$ cat config.mk
export PLATFORM = sky130hd
export DESIGN_NAME = fault_restart_manager
export DESIGN_NICKNAME = d
export VERILOG_FILES = /design/src/fault_restart_pkg.sv /design/src/fault_encoder.sv /design/src/fault_restart_manager.sv
export SDC_FILE = /design/constraint.sdc
export NUM_CORES = 1
export LEC_CHECK = 0
export ABC_AREA = 0
export BUFFER_PORTS_ARGS = -buffer_cell sky130_fd_sc_hd__buf_2
export CAP_MARGIN = 20
export CORE_ASPECT_RATIO = 1.25
export CORE_MARGIN = 3
export CORE_UTILIZATION = 40
export CTS_BUF_LIST = sky130_fd_sc_hd__clkbuf_4 sky130_fd_sc_hd__clkbuf_8
export DETAILED_ROUTE_END_ITERATION = 10
export HOLD_SLACK_MARGIN = 0.05
export MAX_ROUTING_LAYER = met4
export SLEW_MARGIN = 20
export SYNTH_ARGS = -nofsm -noshare
export SYNTH_HDL_FRONTEND = slang
export SYNTH_SLANG_ARGS = --single-unit
$ cat constraint.sdc
create_clock -name clk_sys -period 68 [get_ports clk_sys]
set_input_delay 3.4 -clock clk_sys [delete_from_list [all_inputs] [get_ports clk_sys]]
set_output_delay 3.4 -clock clk_sys [all_outputs]
set_load 0.02 [all_outputs]
$ cat src/fault_restart_pkg.sv
// Shared constants for the fault and restart manager
package fault_restart_pkg;

    // Register byte offsets
    localparam logic [7:0] CTRL_OFS        = 8'h00;
    localparam logic [7:0] STATUS_OFS      = 8'h04;
    localparam logic [7:0] IRQ_STATUS_OFS  = 8'h08;
    localparam logic [7:0] IRQ_CLEAR_OFS   = 8'h0c;
    localparam logic [7:0] IRQ_ENABLE_OFS  = 8'h10;
    localparam logic [7:0] BATT_VOLT_OFS   = 8'h14;
    localparam logic [7:0] BASE_SPEED_OFS  = 8'h18;
    localparam logic [7:0] SPEED_LIM_OFS   = 8'h1c;

    // Control register fields and reset value
    localparam int CTRL_LIMIT_LSB   = 0;
    localparam int CTRL_LIMIT_W     = 4;
    localparam int CTRL_RELAY_BIT   = 4;
    localparam int CTRL_GND_EN_BIT  = 5;
    localparam int CTRL_CLASS_BIT   = 6;
    localparam logic [31:0] CTRL_RESET = 32'h00000012;

    // Status register fields
    localparam int STAT_CODE_LSB    = 0;
    localparam int STAT_RETRY_BIT   = 8;
    localparam int STAT_LATCH_BIT   = 9;
    localparam int STAT_POWER_BIT   = 10;
    localparam int STAT_COUNT_LSB   = 12;

    // Interrupt event bits
    localparam int IRQ_W            = 3;
    localparam int IRQ_FAULT_BIT    = 0;
    localparam int IRQ_RESTART_BIT  = 1;
    localparam int IRQ_LATCH_BIT    = 2;

    // Fault vector layout; code shown is index plus one, zero means no fault
    localparam int NFAULT           = 13;
    localparam int F_BUS_UV         = 0;
    localparam int F_GND_LEAK       = 1;
    localparam int F_OVERCURRENT    = 2;
    localparam int F_BUS_OV         = 3;
    localparam int F_OVERLOAD       = 4;
    localparam int F_OVERTORQUE1    = 5;
    localparam int F_OVERTORQUE2    = 6;
    localparam int F_UNDERTORQUE1   = 7;
    localparam int F_UNDERTORQUE2   = 8;
    localparam int F_IN_PHASE       = 9;
    localparam int F_OUT_PHASE      = 10;
    localparam int F_FUSE_OPEN      = 11;
    localparam int F_OTHER          = 12;
    localparam logic [NFAULT-1:0] AUTO_RESET_MASK = 13'h07ff;
    localparam int CODE_W           = 5;

    // Timing
    localparam longint CLK_HZ            = 100000000;
    localparam longint RETRY_INTERVAL_MS = 2000;
    localparam int RETRY_CYCLES = int'(RETRY_INTERVAL_MS * CLK_HZ / 1000);

    // Battery speed limit divisors in volts (twice the class reference)
    localparam logic [10:0] BATT_DIV_LOW  = 11'd600;
    localparam logic [10:0] BATT_DIV_HIGH = 11'd1200;

    typedef enum logic [1:0] {
        ST_NORMAL,
        ST_RETRY_WAIT,
        ST_LATCHED
    } mgr_state_t;

endpackage

$ cat src/fault_encoder.sv
// Priority encoder from fault flags to a displayed fault code
module fault_encoder
    import fault_restart_pkg::*;
#(
    parameter int N = NFAULT
) (
    // Fault flags and class mask
    input  wire logic [N-1:0]      faults,
    input  wire logic [N-1:0]      auto_mask,
    // Encoded result
    output logic [CODE_W-1:0] code,
    output logic              any,
    output logic              auto_ok
);

    // Highest index wins so that the power-cycle faults take precedence
    always_comb begin
        code    = '0;
        auto_ok = 1'b0;
        for (int i = 0; i < N; i++) begin
            if (faults[i]) begin
                code    = CODE_W'(i + 1);
                auto_ok = auto_mask[i];
            end
        end
        any = |faults;
    end

endmodule // fault_encoder

$ cat src/fault_restart_manager.sv
// Fault handling, automatic restart and battery speed limit with AXI4-Lite registers
module fault_restart_manager
    import fault_restart_pkg::*;
#(
    parameter int RETRY_WAIT_CYCLES = RETRY_CYCLES
) (
    // Clock, reset, enable
    input  wire logic        clk_sys,
    input  wire logic        rstn,
    input  wire logic        ce,
    // AXI4-Lite write address and data
    input  wire logic [7:0]  s_axi_awaddr,
    input  wire logic        s_axi_awvalid,
    output logic             s_axi_awready,
    input  wire logic [31:0] s_axi_wdata,
    input  wire logic [3:0]  s_axi_wstrb,
    input  wire logic        s_axi_wvalid,
    output logic             s_axi_wready,
    // AXI4-Lite write response
    output logic [1:0]       s_axi_bresp,
    output logic             s_axi_bvalid,
    input  wire logic        s_axi_bready,
    // AXI4-Lite read
    input  wire logic [7:0]  s_axi_araddr,
    input  wire logic        s_axi_arvalid,
    output logic             s_axi_arready,
    output logic [31:0]      s_axi_rdata,
    output logic [1:0]       s_axi_rresp,
    output logic             s_axi_rvalid,
    input  wire logic        s_axi_rready,
    // Discrete fault detectors
    input  wire logic        bus_undervoltage_fault,
    input  wire logic        bus_overvoltage_fault,
    input  wire logic        drive_overload_fault,
    input  wire logic        overtorque_fault_one,
    input  wire logic        overtorque_fault_two,
    input  wire logic        undertorque_fault_one,
    input  wire logic        undertorque_fault_two,
    input  wire logic        input_phase_loss_fault,
    input  wire logic        output_phase_loss_fault,
    input  wire logic        bus_fuse_open_fault,
    input  wire logic        other_hard_fault,
    // Current measurements
    input  wire logic [15:0] ground_current,
    input  wire logic [15:0] rated_current,
    input  wire logic [15:0] output_current,
    input  wire logic [15:0] overcurrent_level,
    // Controller commands
    input  wire logic        run_cmd,
    input  wire logic        reset_in,
    input  wire logic        reset_key,
    input  wire logic        base_block,
    input  wire logic        battery_mode,
    // Drive outputs
    output logic             fault_relay_terminals,
    output logic             power_enable,
    output logic [CODE_W-1:0] fault_code,
    output logic             restart_pulse,
    output logic [15:0]      speed_limit,
    output logic             irq
);

    mgr_state_t         state_ff, nxt_state;
    logic [31:0]        ctrl_ff;
    logic [9:0]         batt_volt_ff;
    logic [15:0]        base_speed_ff;
    logic [IRQ_W-1:0]   irq_stat_ff, irq_en_ff;
    logic [3:0]         count_ff;
    logic [31:0]        timer_ff;
    logic [CODE_W-1:0]  code_ff;
    logic               power_ff, relay_ff, restart_ff;
    logic [15:0]        speed_ff;
    logic               aw_held_ff, w_held_ff, bvalid_ff, rvalid_ff;
    logic [7:0]         awaddr_ff;
    logic [31:0]        wdata_ff, rdata_ff;
    logic [3:0]         wstrb_ff;
    logic [1:0]         bresp_ff, rresp_ff;

    // Fault detection
    wire logic          gnd_en   = ctrl_ff[CTRL_GND_EN_BIT];
    wire logic          gnd_leak = gnd_en && ({ground_current, 1'b0} > {1'b0, rated_current});
    wire logic          over_cur = output_current > overcurrent_level;
    wire logic [NFAULT-1:0] faults = {other_hard_fault, bus_fuse_open_fault,
                                      output_phase_loss_fault, input_phase_loss_fault,
                                      undertorque_fault_two, undertorque_fault_one,
                                      overtorque_fault_two, overtorque_fault_one,
                                      drive_overload_fault, bus_overvoltage_fault,
                                      over_cur, gnd_leak, bus_undervoltage_fault};
    logic [CODE_W-1:0]  enc_code;
    logic               any_fault, auto_ok;

    fault_encoder #(.N(NFAULT)) u_enc (
        .faults    (faults),
        .auto_mask (AUTO_RESET_MASK),
        .code      (enc_code),
        .any       (any_fault),
        .auto_ok   (auto_ok)
    );

    // Sequencing conditions
    wire logic [3:0] limit       = ctrl_ff[CTRL_LIMIT_LSB +: CTRL_LIMIT_W];
    wire logic       relay_sel   = ctrl_ff[CTRL_RELAY_BIT];
    wire logic       retry_ok    = auto_ok && (count_ff < limit);
    wire logic       timer_done  = timer_ff >= 32'(RETRY_WAIT_CYCLES - 1);
    wire logic       auto_go     = timer_done && !any_fault && base_block;
    wire logic       cur_auto    = |(AUTO_RESET_MASK & (NFAULT'(1) << (code_ff - CODE_W'(1))));
    wire logic       manual_go   = (reset_in || reset_key) && !any_fault && !run_cmd
                                   && cur_auto;
    wire logic       go_normal   = (state_ff == ST_RETRY_WAIT && (auto_go || manual_go))
                                   || (state_ff == ST_LATCHED && manual_go);
    wire logic       new_fault   = (state_ff == ST_NORMAL) && any_fault;

    always_comb begin
        nxt_state = state_ff;
        unique case (state_ff)
            ST_NORMAL: begin
                if (any_fault) begin
                    nxt_state = retry_ok ? ST_RETRY_WAIT : ST_LATCHED;
                end
            end
            ST_RETRY_WAIT, ST_LATCHED: begin
                if (go_normal) begin
                    nxt_state = ST_NORMAL;
                end
            end
        endcase
    end

    wire logic       enter_latch = new_fault && !retry_ok;
    wire logic       auto_restart = state_ff == ST_RETRY_WAIT && auto_go && !manual_go;
    wire logic [3:0] nxt_count = manual_go && go_normal ? 4'h0 :
                                 auto_restart ? count_ff + 4'h1 : count_ff;
    wire logic [31:0] nxt_timer = (state_ff != ST_RETRY_WAIT) ? 32'h0 :
                                  timer_done ? timer_ff : timer_ff + 32'h1;
    wire logic [CODE_W-1:0] nxt_code = new_fault ? enc_code :
                                       (go_normal ? {CODE_W{1'b0}} : code_ff);
    wire logic       nxt_power = (nxt_state == ST_NORMAL) && !any_fault;
    wire logic       nxt_relay = (nxt_state == ST_LATCHED)
                                 || (nxt_state == ST_RETRY_WAIT && relay_sel);

    // Battery speed limit
    wire logic [10:0] batt_div  = ctrl_ff[CTRL_CLASS_BIT] ? BATT_DIV_HIGH : BATT_DIV_LOW;
    wire logic [25:0] batt_prod = batt_volt_ff * base_speed_ff;
    wire logic [25:0] batt_quot = batt_prod / {15'h0, batt_div};
    wire logic [15:0] nxt_speed = !battery_mode ? base_speed_ff :
                                  (batt_quot > {10'h0, base_speed_ff}) ? base_speed_ff :
                                  batt_quot[15:0];

    // Interrupt events
    wire logic [IRQ_W-1:0] irq_evt = {enter_latch, auto_restart, new_fault};

    always_ff @(posedge clk_sys or negedge rstn) begin
        if (!rstn) begin
            state_ff   <= ST_NORMAL;
            count_ff   <= 4'h0;
            timer_ff   <= 32'h0;
            code_ff    <= '0;
            power_ff   <= 1'b0;
            relay_ff   <= 1'b0;
            restart_ff <= 1'b0;
            speed_ff   <= 16'h0;
        end else if (ce) begin
            state_ff   <= nxt_state;
            count_ff   <= nxt_count;
            timer_ff   <= nxt_timer;
            code_ff    <= nxt_code;
            power_ff   <= nxt_power;
            relay_ff   <= nxt_relay;
            restart_ff <= auto_restart;
            speed_ff   <= nxt_speed;
        end
    end

    // AXI4-Lite write path
    wire logic       do_write  = aw_held_ff && w_held_ff && !bvalid_ff;
    wire logic [31:0] wmask    = {{8{wstrb_ff[3]}}, {8{wstrb_ff[2]}},
                                  {8{wstrb_ff[1]}}, {8{wstrb_ff[0]}}};
    wire logic       wr_ctrl   = do_write && awaddr_ff == CTRL_OFS;
    wire logic       wr_clr    = do_write && awaddr_ff == IRQ_CLEAR_OFS;
    wire logic       wr_en     = do_write && awaddr_ff == IRQ_ENABLE_OFS;
    wire logic       wr_batt   = do_write && awaddr_ff == BATT_VOLT_OFS;
    wire logic       wr_speed  = do_write && awaddr_ff == BASE_SPEED_OFS;
    wire logic       wr_ok     = wr_ctrl || wr_clr || wr_en || wr_batt || wr_speed;
    wire logic [31:0] wmerge_ctrl = (ctrl_ff & ~wmask) | (wdata_ff & wmask);
    wire logic [31:0] wmerge_batt = ({22'h0, batt_volt_ff} & ~wmask) | (wdata_ff & wmask);
    wire logic [31:0] wmerge_spd  = ({16'h0, base_speed_ff} & ~wmask) | (wdata_ff & wmask);
    wire logic [IRQ_W-1:0] clr_bits = wr_clr && wstrb_ff[0] ? wdata_ff[IRQ_W-1:0] : '0;
    // Set wins over a clear in the same cycle
    wire logic [IRQ_W-1:0] nxt_irq_stat = (irq_stat_ff & ~clr_bits) | irq_evt;

    assign s_axi_awready = !aw_held_ff && !bvalid_ff;
    assign s_axi_wready  = !w_held_ff && !bvalid_ff;
    assign s_axi_bvalid  = bvalid_ff;
    assign s_axi_bresp   = bresp_ff;

    always_ff @(posedge clk_sys or negedge rstn) begin
        if (!rstn) begin
            aw_held_ff <= 1'b0;
            w_held_ff  <= 1'b0;
            bvalid_ff  <= 1'b0;
            bresp_ff   <= 2'b00;
            awaddr_ff  <= 8'h0;
            wdata_ff   <= 32'h0;
            wstrb_ff   <= 4'h0;
        end else if (ce) begin
            if (s_axi_awvalid && s_axi_awready) begin
                aw_held_ff <= 1'b1;
                awaddr_ff  <= {s_axi_awaddr[7:2], 2'b00};
            end
            if (s_axi_wvalid && s_axi_wready) begin
                w_held_ff <= 1'b1;
                wdata_ff  <= s_axi_wdata;
                wstrb_ff  <= s_axi_wstrb;
            end
            if (do_write) begin
                aw_held_ff <= 1'b0;
                w_held_ff  <= 1'b0;
                bvalid_ff  <= 1'b1;
                bresp_ff   <= wr_ok ? 2'b00 : 2'b10;
            end else if (bvalid_ff && s_axi_bready) begin
                bvalid_ff <= 1'b0;
            end
        end
    end

    always_ff @(posedge clk_sys or negedge rstn) begin
        if (!rstn) begin
            ctrl_ff       <= CTRL_RESET;
            batt_volt_ff  <= 10'h0;
            base_speed_ff <= 16'h0;
            irq_stat_ff   <= '0;
            irq_en_ff     <= '0;
        end else if (ce) begin
            if (wr_ctrl) begin
                ctrl_ff <= {25'h0, wmerge_ctrl[6:0]};
            end
            if (wr_batt) begin
                batt_volt_ff <= wmerge_batt[9:0];
            end
            if (wr_speed) begin
                base_speed_ff <= wmerge_spd[15:0];
            end
            if (wr_en && wstrb_ff[0]) begin
                irq_en_ff <= wdata_ff[IRQ_W-1:0];
            end
            irq_stat_ff <= nxt_irq_stat;
        end
    end

    // AXI4-Lite read path
    wire logic [7:0]  raddr = {s_axi_araddr[7:2], 2'b00};
    wire logic [31:0] status_word = {16'h0, count_ff, 1'b0, power_ff,
                                     state_ff == ST_LATCHED, state_ff == ST_RETRY_WAIT,
                                     3'h0, code_ff};
    wire logic        rd_hit = raddr <= SPEED_LIM_OFS; // Map is contiguous
    wire logic [31:0] rd_mux =
        raddr == CTRL_OFS       ? ctrl_ff :
        raddr == STATUS_OFS     ? status_word :
        raddr == IRQ_STATUS_OFS ? {29'h0, irq_stat_ff} :
        raddr == IRQ_ENABLE_OFS ? {29'h0, irq_en_ff} :
        raddr == BATT_VOLT_OFS  ? {22'h0, batt_volt_ff} :
        raddr == BASE_SPEED_OFS ? {16'h0, base_speed_ff} :
        raddr == SPEED_LIM_OFS  ? {16'h0, speed_ff} : 32'h0;

    assign s_axi_arready = !rvalid_ff;
    assign s_axi_rvalid  = rvalid_ff;
    assign s_axi_rdata   = rdata_ff;
    assign s_axi_rresp   = rresp_ff;

    always_ff @(posedge clk_sys or negedge rstn) begin
        if (!rstn) begin
            rvalid_ff <= 1'b0;
            rdata_ff  <= 32'h0;
            rresp_ff  <= 2'b00;
        end else if (ce) begin
            if (s_axi_arvalid && !rvalid_ff) begin
                rvalid_ff <= 1'b1;
                rdata_ff  <= rd_mux;
                rresp_ff  <= rd_hit ? 2'b00 : 2'b10;
            end else if (rvalid_ff && s_axi_rready) begin
                rvalid_ff <= 1'b0;
            end
        end
    end

    // Drive outputs
    assign fault_relay_terminals = relay_ff;
    assign power_enable          = power_ff;
    assign fault_code            = code_ff;
    assign restart_pulse         = restart_ff;
    assign speed_limit           = speed_ff;
    assign irq                   = |(irq_stat_ff & irq_en_ff);

endmodule // fault_restart_manager

==> results of run 1 <==
-- path summary, 6_finish.rpt --
check | slack, ns | depth (start not counted) | to | startpoint
min in group asynchronous | 2.99 | 1 | timer_ff[31] | rstn
worst min register to register | 0.48 | 2 | s_axi_rdata[13] | s_axi_rdata[13]
worst max-delay path | 16.28 | 203 | speed_limit[10] | register
worst min-delay path | 0.48 | 2 | s_axi_rdata[13] | s_axi_rdata[13]
max in group asynchronous | 63.62 | 2 | async pin | rstn
worst max register to register | 16.28 | 203 | speed_limit[10] | register
-- cell usage after synthesis, types with 24 or more instances --
master,instances
fa_1,110
mux2i_1,56
dfrtp_1,144
nand4_1,53
ha_1,217
nand3_1,83
xnor2_1,81
and2_1,106
nand2_1,300
nor3_1,76
a31oi_1,36
nor2b_1,25
o21ai_0,171
a21oi_1,159
o211ai_1,31
nor2_1,282
mux2_2,88
and3_1,29
clkbuf_1,93
a21o_1,40
or2_2,24
nor4_1,32
nand2b_1,24
o31ai_1,25
inv_1,239
a211oi_1,25
or3_1,31
o21a_1,30
xor2_1,76
-- metrics by stage --
stage / instances / util, % / setup slack [ns] / area (um^2)
floorplan: 3086 / - / 24.43 / 24200
global placement: 3903 / 42.8 / 16.92 / 25500
detailed placement: 3903 / 42.8 / 16.82 / 25500
CTS: 3935 / 43.5 / 16.66 / 26000
global route: 3935 / 43.5 / 12.47 / 26000
finish: 3935 / 43.5 / 16.28 / 26000
-- metal layers --
layer | share of wire, % | vias up
li1 | - | 11100
met5 | 0 | -
met3 | 4.2 | 89
met1 | 43 | 10900
met2 | 50 | 529
met4 | 2.4 | 0
-- final cells by class --
type                       instances  area (um^2)
fill                            6119        33700
multi-input combinational       2564        19000
sequential                       146         3660
tap                              765          957
timing repair buffer             180          947
inverter                         248          938
clock buffer                      21          270
clock inverter                    11          153
-- worst max-delay path, delay by kind of cell (launching register included) --
kind / cells / cell delay, ns
DFF: 1 / 0.88
AOI/OAI and AO/OA: 76 / 19.41
adders and majority gates: 24 / 9.08
muxes: 14 / 4.84
buffers and inverters: 24 / 3.91
xor gates and xnor gates: 2 / 0.44
and+or+nand+nor: 63 / 13.02
-- logic make-up (layout without fill, tap and decap cells) --
logic type	count (synthesis)	in the layout	synth area share (%)
XOR/XNOR	157	157	5.70
AO/OA/AOI/OAI	750	750	21.1
AND/OR/NAND/NOR	1158	1158	24.4
multiplexers	152	152	6.91
flip-flops	146	146	15.1
buffers and inverters	376	460	6.30
adder cells (fa/ha/maj)	328	328	20.4
other	1	19	0.0155
==> results.ini, run 1 <==
[run_status]
outcome = finished clean

[place]
dp.final_hpwl_mm = 58.9
io_buffers = 164
gp_congestion = 0.909

[synth]
synth.distinct_cells = 120
ys.flop_type = dfrtp_1
yosys.area.top_type_share_pct = 14.9
synthCells = 3068
ys_seq_elements = 146
synth_edf_count = 0
synth_async_sr_flop_share_pct = 100
synth_area_leaders = dfrtp_1, ha_1, fa_1, nand2_1, nor2_1
yosysTopAreaCell = dfrtp_1
synth_area_mm2 = 0.0241
yosysWarnings = 0
yosysSeqAreaShare_pct = 15.1
avgSynthCellArea_um2 = 7.87

[critical_path]
cp.arrival_ns = 52.12
end_kind = register
max_stage_delay_ns = 0.88
start_kind = register
cp_common_cell = ha_1
crit_slowest_cell = dfrtp_1
path_max_fanout = 29
worst-setup-path-type = reg -> reg
crit_required_ns = 68.40

[sta]
slew_violations = 0
fin_crit_ns = 51.72
period_share_pct = 76.1
fmax_mhz = 19.3
setup_viol = 0
tns_ns = 0
slew-limit-headroom_pct = 29.3
hold_viol_final = 0
rsz0062_at_grt = false
skew_ns = 0.0184
holdWs_ns = 0.477
tightest_slew_ns = 1.06

[floorplanning]
coreArea_mm2 = 0.0597
dieArea_mm2 = 0.0633
ios = 206
chipHeight_um = 281
die_x_um = 226
initial_core_util_pct = 40.4
rows = 100

[cells_and_area]
final_cell_mix = nand2_1, nor2_1, inv_1, ha_1, o21ai_0
syn_to_final_growth_pct = 7.59
layout-drive-gt1-share_pct = 12.6
num-nets-final = 3624
antennaDiodeCount = 0
final_common_cell = nand2_1

[cts]
ctsHtreeMaxLevel = 4
clkSlewWorstSetupHoldPaths_ns = 0.08
clk-insertion-delay-late_ns = 0.46
cts_resized = 0
cts_buffer_depth = 2
cts_root_buf = clkbuf_8
cts.sinks = 146
cts_buffers = 17
cts_tree = yes
post_cts_buffers = 0
holdBufCountCts = 0

[routing]
drtIter0Drc = 1336
wl_mm = 73.0
vias = 22600
firstDrtPassIters = 5
routed_via_density = 5.75
drc_errors = 0
post_drt_wl_per_cell_um = 18.6
antenna_left = 0

[grt]
grt_pass1_vias = 22000
top_usage_layer = met2
grt_start_max_net_pins = 84
met2_usage_pct = 41.1
grt_first_pass_wirelength_mm = 117
grtUsageMet1_pct = 28.5
grt_use_total_pct = 23.2
antenna_found_initial = 0
gr-total-overflow = 0
use_met3_pct = 2.20

[min_path]
min_path_type = reg -> reg

[run]
max_cap_viol_count = 0

Power of run 1 is left out: the tool's default activity adds up to more than one toggle a clock period on the data nets, which glitch-free logic cannot reach.
==> inputs of run 2 (changes only) <==
ABC_AREA = 1   (was 0)
clock period = 42.1 ns   (was 68 ns; I/O delays follow)
==> run 2 against run 1 <==
  * Synthesized area is 16% higher
  * Die area rose by 16%
  * Routed wire length up 7.7%
  * Critical path type unchanged
  * Highest routed layer unchanged
==> results.ini, run 2 <==
[run_status]
outcome = finished clean

[sta]
rsz0062_at_grt = false
skew_ns = 0.0180
fin_crit_ns = 37.60
slew_violations = 0
setup_viol = 0
hold_viol_final = 0
tns_ns = 0
slew-limit-headroom_pct = 35.0
tightest_slew_ns = 0.975
fmax_mhz = 26.6
period_share_pct = 89.3

[routing]
wl_mm = 78.6
firstDrtPassIters = 5
drc_errors = 0
drtIter0Drc = 1487
routed_via_density = 5.03
post_drt_wl_per_cell_um = 14.8
antenna_left = 0
vias = 26800

[place]
io_buffers = 164
dp.final_hpwl_mm = 65.1
gp_congestion = 0.899

[cells_and_area]
layout-drive-gt1-share_pct = 16.2
syn_to_final_growth_pct = 6.59
num-nets-final = 4844
final_cell_mix = nand2_1, inv_1, nor2_1, nand3_1, ha_1
final_common_cell = nand2_1

[synth]
yosysTopAreaCell = nand2_1
yosysWarnings = 0
synth_area_mm2 = 0.0280
synth_edf_count = 0
yosysSeqAreaShare_pct = 13.1
synthCells = 4269
synth_most_common_cell = nand2_1
synth.distinct_cells = 87
synth.top_cells.by_count = nand2_1, inv_1, nor2_1
avgSynthCellArea_um2 = 6.55
synth_area_leaders = nand2_1, dfrtp_1, inv_1, ha_1, fa_1
yosys.area.top_type_share_pct = 13.3
synth_async_sr_flop_share_pct = 100
ys.flop_type = dfrtp_1
ys_seq_elements = 146

[floorplanning]
coreArea_mm2 = 0.0687
chipHeight_um = 302
die_x_um = 243
initial_core_util_pct = 40.7
dieArea_mm2 = 0.0732
rows = 107
ios = 206

[critical_path]
crit_required_ns = 42.45
cp.arrival_ns = 37.95
crit_slowest_cell = dfrtp_1
rrSetupSlack_ns = 4.50
rr_worst_depth = 211
start_kind = register
worst-setup-path-type = reg -> reg
worst_r2r_endpoint = speed_limit[2]
cpLargestDelayFamily = simple AND/OR/NAND/NOR gates
max_stage_delay_ns = 0.70
cp_common_cell = inv_1
end_kind = register
path_max_fanout = 30
path_buf_inv = 31

[min_path]
min_path_type = reg -> reg
worstHoldStart = s_axi_rdata[10]
whs_path_depth = 2
min_delay_worst_endpoint = s_axi_rdata[10]

[run]
max_cap_viol_count = 0

[grt]
grt_start_max_net_pins = 91
grt_pass1_vias = 25900
gr-total-overflow = 0
antenna_found_initial = 3
grt_first_pass_wirelength_mm = 130
grt_use_total_pct = 22.0

[cts]
clkSlewWorstSetupHoldPaths_ns = 0.08
post_cts_buffers = 0
clk-insertion-delay-late_ns = 0.45
cts_root_buf = clkbuf_8
cts.sinks = 146
cts_buffers = 17
cts_resized = 0
ctsHtreeMaxLevel = 4
cts_buffer_depth = 2
cts_tree = yes
holdBufCountCts = 0

run 2: cell types whose count changed after synthesis, moves of 56 or more:
cell | previous run | this run
nor2_1 | 282 | 340
mux2i_1 | 56 | 0
nand2_4 | 0 | 73
inv_1 | 239 | 787
mux2_2 | 88 | 0
nand2_2 | 0 | 152
nand3_1 | 83 | 316
nand2_1 | 300 | 990
nand3_2 | 0 | 61
and2_1 | 106 | 4
run 2: cell type report:
class / count / area (um^2)
Inverter: 845 / 3260
Fill cell: 7333 / 38900
Clock inverter: 14 / 166
Tap cell: 926 / 1160
Clock buffer: 18 / 248
Multi-Input combinational cell: 3193 / 20400
Timing Repair Buffer: 174 / 902
Antenna cell: 2 / 5.00
Sequential cell: 146 / 3660
run 2: worst max path at each step:
stage	from	endpoint	depth (start not counted)	slack, ns
after floorplan	register	speed_limit[1]	235	10.32
after global placement	register	speed_limit[8]	216	4.81
after detailed placement	register	speed_limit[4]	212	4.64
after CTS	register	speed_limit[2]	212	4.51
after global routing	register	speed_limit[14]	213	1.09
final	register	speed_limit[2]	211	4.50
run 2: cell families after synthesis:
logic type                 share of synthesized area (%)
AOI/OAI and AO/OA                                   9.84
and+or+nand+nor                                     42.0
DFF                                                 13.1
other                                             0.0134
adders and majority gates                           17.6
xor gates and xnor gates                            3.34
buffers and inverters                               14.2
run 2: worst reg2reg max path, delay by kind of cell, from the launching register on:
kind,cells,cell delay (ns)
buffers and inverters,31,2.98
AND/OR/NAND/NOR,111,14.66
AO/OA/AOI/OAI,40,9.29
flip-flops,1,0.70
XOR/XNOR,5,1.00
adder cells (fa/ha/maj),24,8.93
run 2: through the flow:
stage | worst slack [ns] | instances | utilization (%) | cell area, um^2 | hold slack, ns
after global placement | 4.81 | 5284 | 42.8 | 29400 | 0.462
after floorplan | 10.32 | 4287 | - | 28000 | 0.449
final | 4.50 | 5318 | 43.4 | 29800 | 0.482
after detailed placement | 4.64 | 5284 | 42.8 | 29400 | 0.466
after CTS | 4.51 | 5316 | 43.4 | 29800 | 0.491
after global routing | 1.09 | 5318 | 43.4 | 29800 | 0.520
run 2: metal layers:
metal | track usage [%] | share of wire [%]
met1 | 26.9 | 44
met5 | - | 0
met2 | 39.9 | 51
met3 | 1.57 | 3.1
met4 | 4.28 | 1.8
Power of run 2 is left out for the same reason.
==> inputs of run 3 (changes only) <==
clock period = 41 ns   (was 42.1 ns; I/O delays follow)
==> run 3 against run 2 <==
  * Clock skew is 0.0074 ns lower
  * Worst hold slack better by 0.00086 ns
  * Via count is 1.0% lower
  * Routed wire length is 0.25% lower
  * Final cell count hardly changed
  * Largest cell class unchanged
  * Flip-flop and latch count stayed put
  * Non-clock buffer count is 4 higher
  * Worst setup slack worse by 0.17 ns
==> results.ini, run 3 (synthesized netlist as in run 2, its figures left out) <==
[cells_and_area]
final_cell_mix = nand2_1, inv_1, nor2_1, nand3_1, ha_1
syn_to_final_growth_pct = 6.61
num-nets-final = 4848
final_core_util_pct = 43.4
layout-drive-gt1-share_pct = 16.3
finalInstanceArea_mm2 = 0.0298
final_common_cell = nand2_1

[sta]
setup_viol = 0
tightest_slew_ns = 0.970
tns_ns = 0
slew-limit-headroom_pct = 35.3
slew_violations = 0
fmax_mhz = 27.3
hold_viol_final = 0
rsz0062_at_grt = false
fin_crit_ns = 36.67
fin_ws_ns = 4.33
skew_ns = 0.0106
period_share_pct = 89.4

[place]
io_buffers = 164
gp_congestion = 0.891
place_ws_ns = 3.52
placed_area_mm2 = 0.0294
dp.final_hpwl_mm = 65.2

[grt]
antenna_found_initial = 3
grt_use_total_pct = 22.0
grt_start_max_net_pins = 91
gr-total-overflow = 0
grt_first_pass_wirelength_mm = 130
grt_pass1_vias = 25700

[cts]
holdBufCountCts = 0
cts_buffers = 17
post_cts_buffers = 0
cts.sinks = 146
cts_tree = yes
ctsHtreeMaxLevel = 4
cts_buffer_depth = 2
cts_root_buf = clkbuf_8
clkSlewWorstSetupHoldPaths_ns = 0.08
cts_resized = 0
clk-insertion-delay-late_ns = 0.47

[routing]
antenna_left = 0
vias = 26500
routed_via_density = 4.98
wl_mm = 78.4
post_drt_wl_per_cell_um = 14.7
drc_errors = 0
firstDrtPassIters = 5
drtIter0Drc = 1413

[run_status]
outcome = finished clean

[run]
max_cap_viol_count = 0

[floorplanning]
chipHeight_um = 302
ios = 206
initial_core_util_pct = 40.7
rows = 107
die_x_um = 243
dieArea_mm2 = 0.0732
coreArea_mm2 = 0.0687

[critical_path]
start_kind = register
crit_required_ns = 41.38
cp.arrival_ns = 37.05
path_max_fanout = 30
end_kind = register
worst-setup-path-type = reg -> reg
crit_slowest_cell = dfrtp_1
max_stage_delay_ns = 0.69

[min_path]
min_path_type = reg -> reg

[run 3: path summary, 6_finish.rpt]
path | endpoint | slack (ns) | depth (start not counted) | from
worst min-delay path | s_axi_rdata[13] | 0.48 | 2 | s_axi_rdata[13]
max in group asynchronous | s_axi_rdata[2] | 38.17 | 2 | rstn
min in group asynchronous | timer_ff[20] | 1.61 | 1 | rstn
worst max register to register | speed_limit[2] | 4.33 | 216 | register
worst max-delay path | speed_limit[2] | 4.33 | 216 | register
worst min register to register | s_axi_rdata[13] | 0.48 | 2 | s_axi_rdata[13]
[run 3: through the flow]
| stage | hold WS (ns) | instances |
|---|---|---|
| final | 0.482 | 5322 |
| after global routing | 0.509 | 5322 |
| after CTS | 0.488 | 5317 |
| after detailed placement | 0.466 | 5285 |
| after global placement | 0.462 | 5285 |
| after floorplan | 0.449 | 4287 |
[run 3: cell type report]
class	count	area [um^2]
Tap cell	926	1160
Sequential cell	146	3660
Clock inverter	14	144
Multi-Input combinational cell	3193	20400
Clock buffer	18	248
Antenna cell	2	5.00
Fill cell	7339	38800
Inverter	845	3260
Timing Repair Buffer	178	932
[run 3: critical path: cells and delay by family, from the launching register on]
kind / cells / cell delay (ns)
AND/OR/NAND/NOR: 119 / 14.86
flip-flops: 1 / 0.69
adder cells (fa/ha/maj): 24 / 8.79
AO/OA/AOI/OAI: 37 / 7.98
XOR/XNOR: 6 / 1.15
buffers and inverters: 30 / 2.94
[run 3: layer usage]
| layer | vias up | routed length [um] | global-route usage (%) |
|---|---|---|---|
| li1 | 13700 | - | - |
| met1 | 12300 | 34900 | 27.2 |
| met2 | 405 | 39700 | 39.6 |
| met3 | 104 | 2190 | 1.41 |
| met4 | 0 | 1680 | 4.75 |
| met5 | - | 0 | - |
Power of run 3 is left out for the same reason.
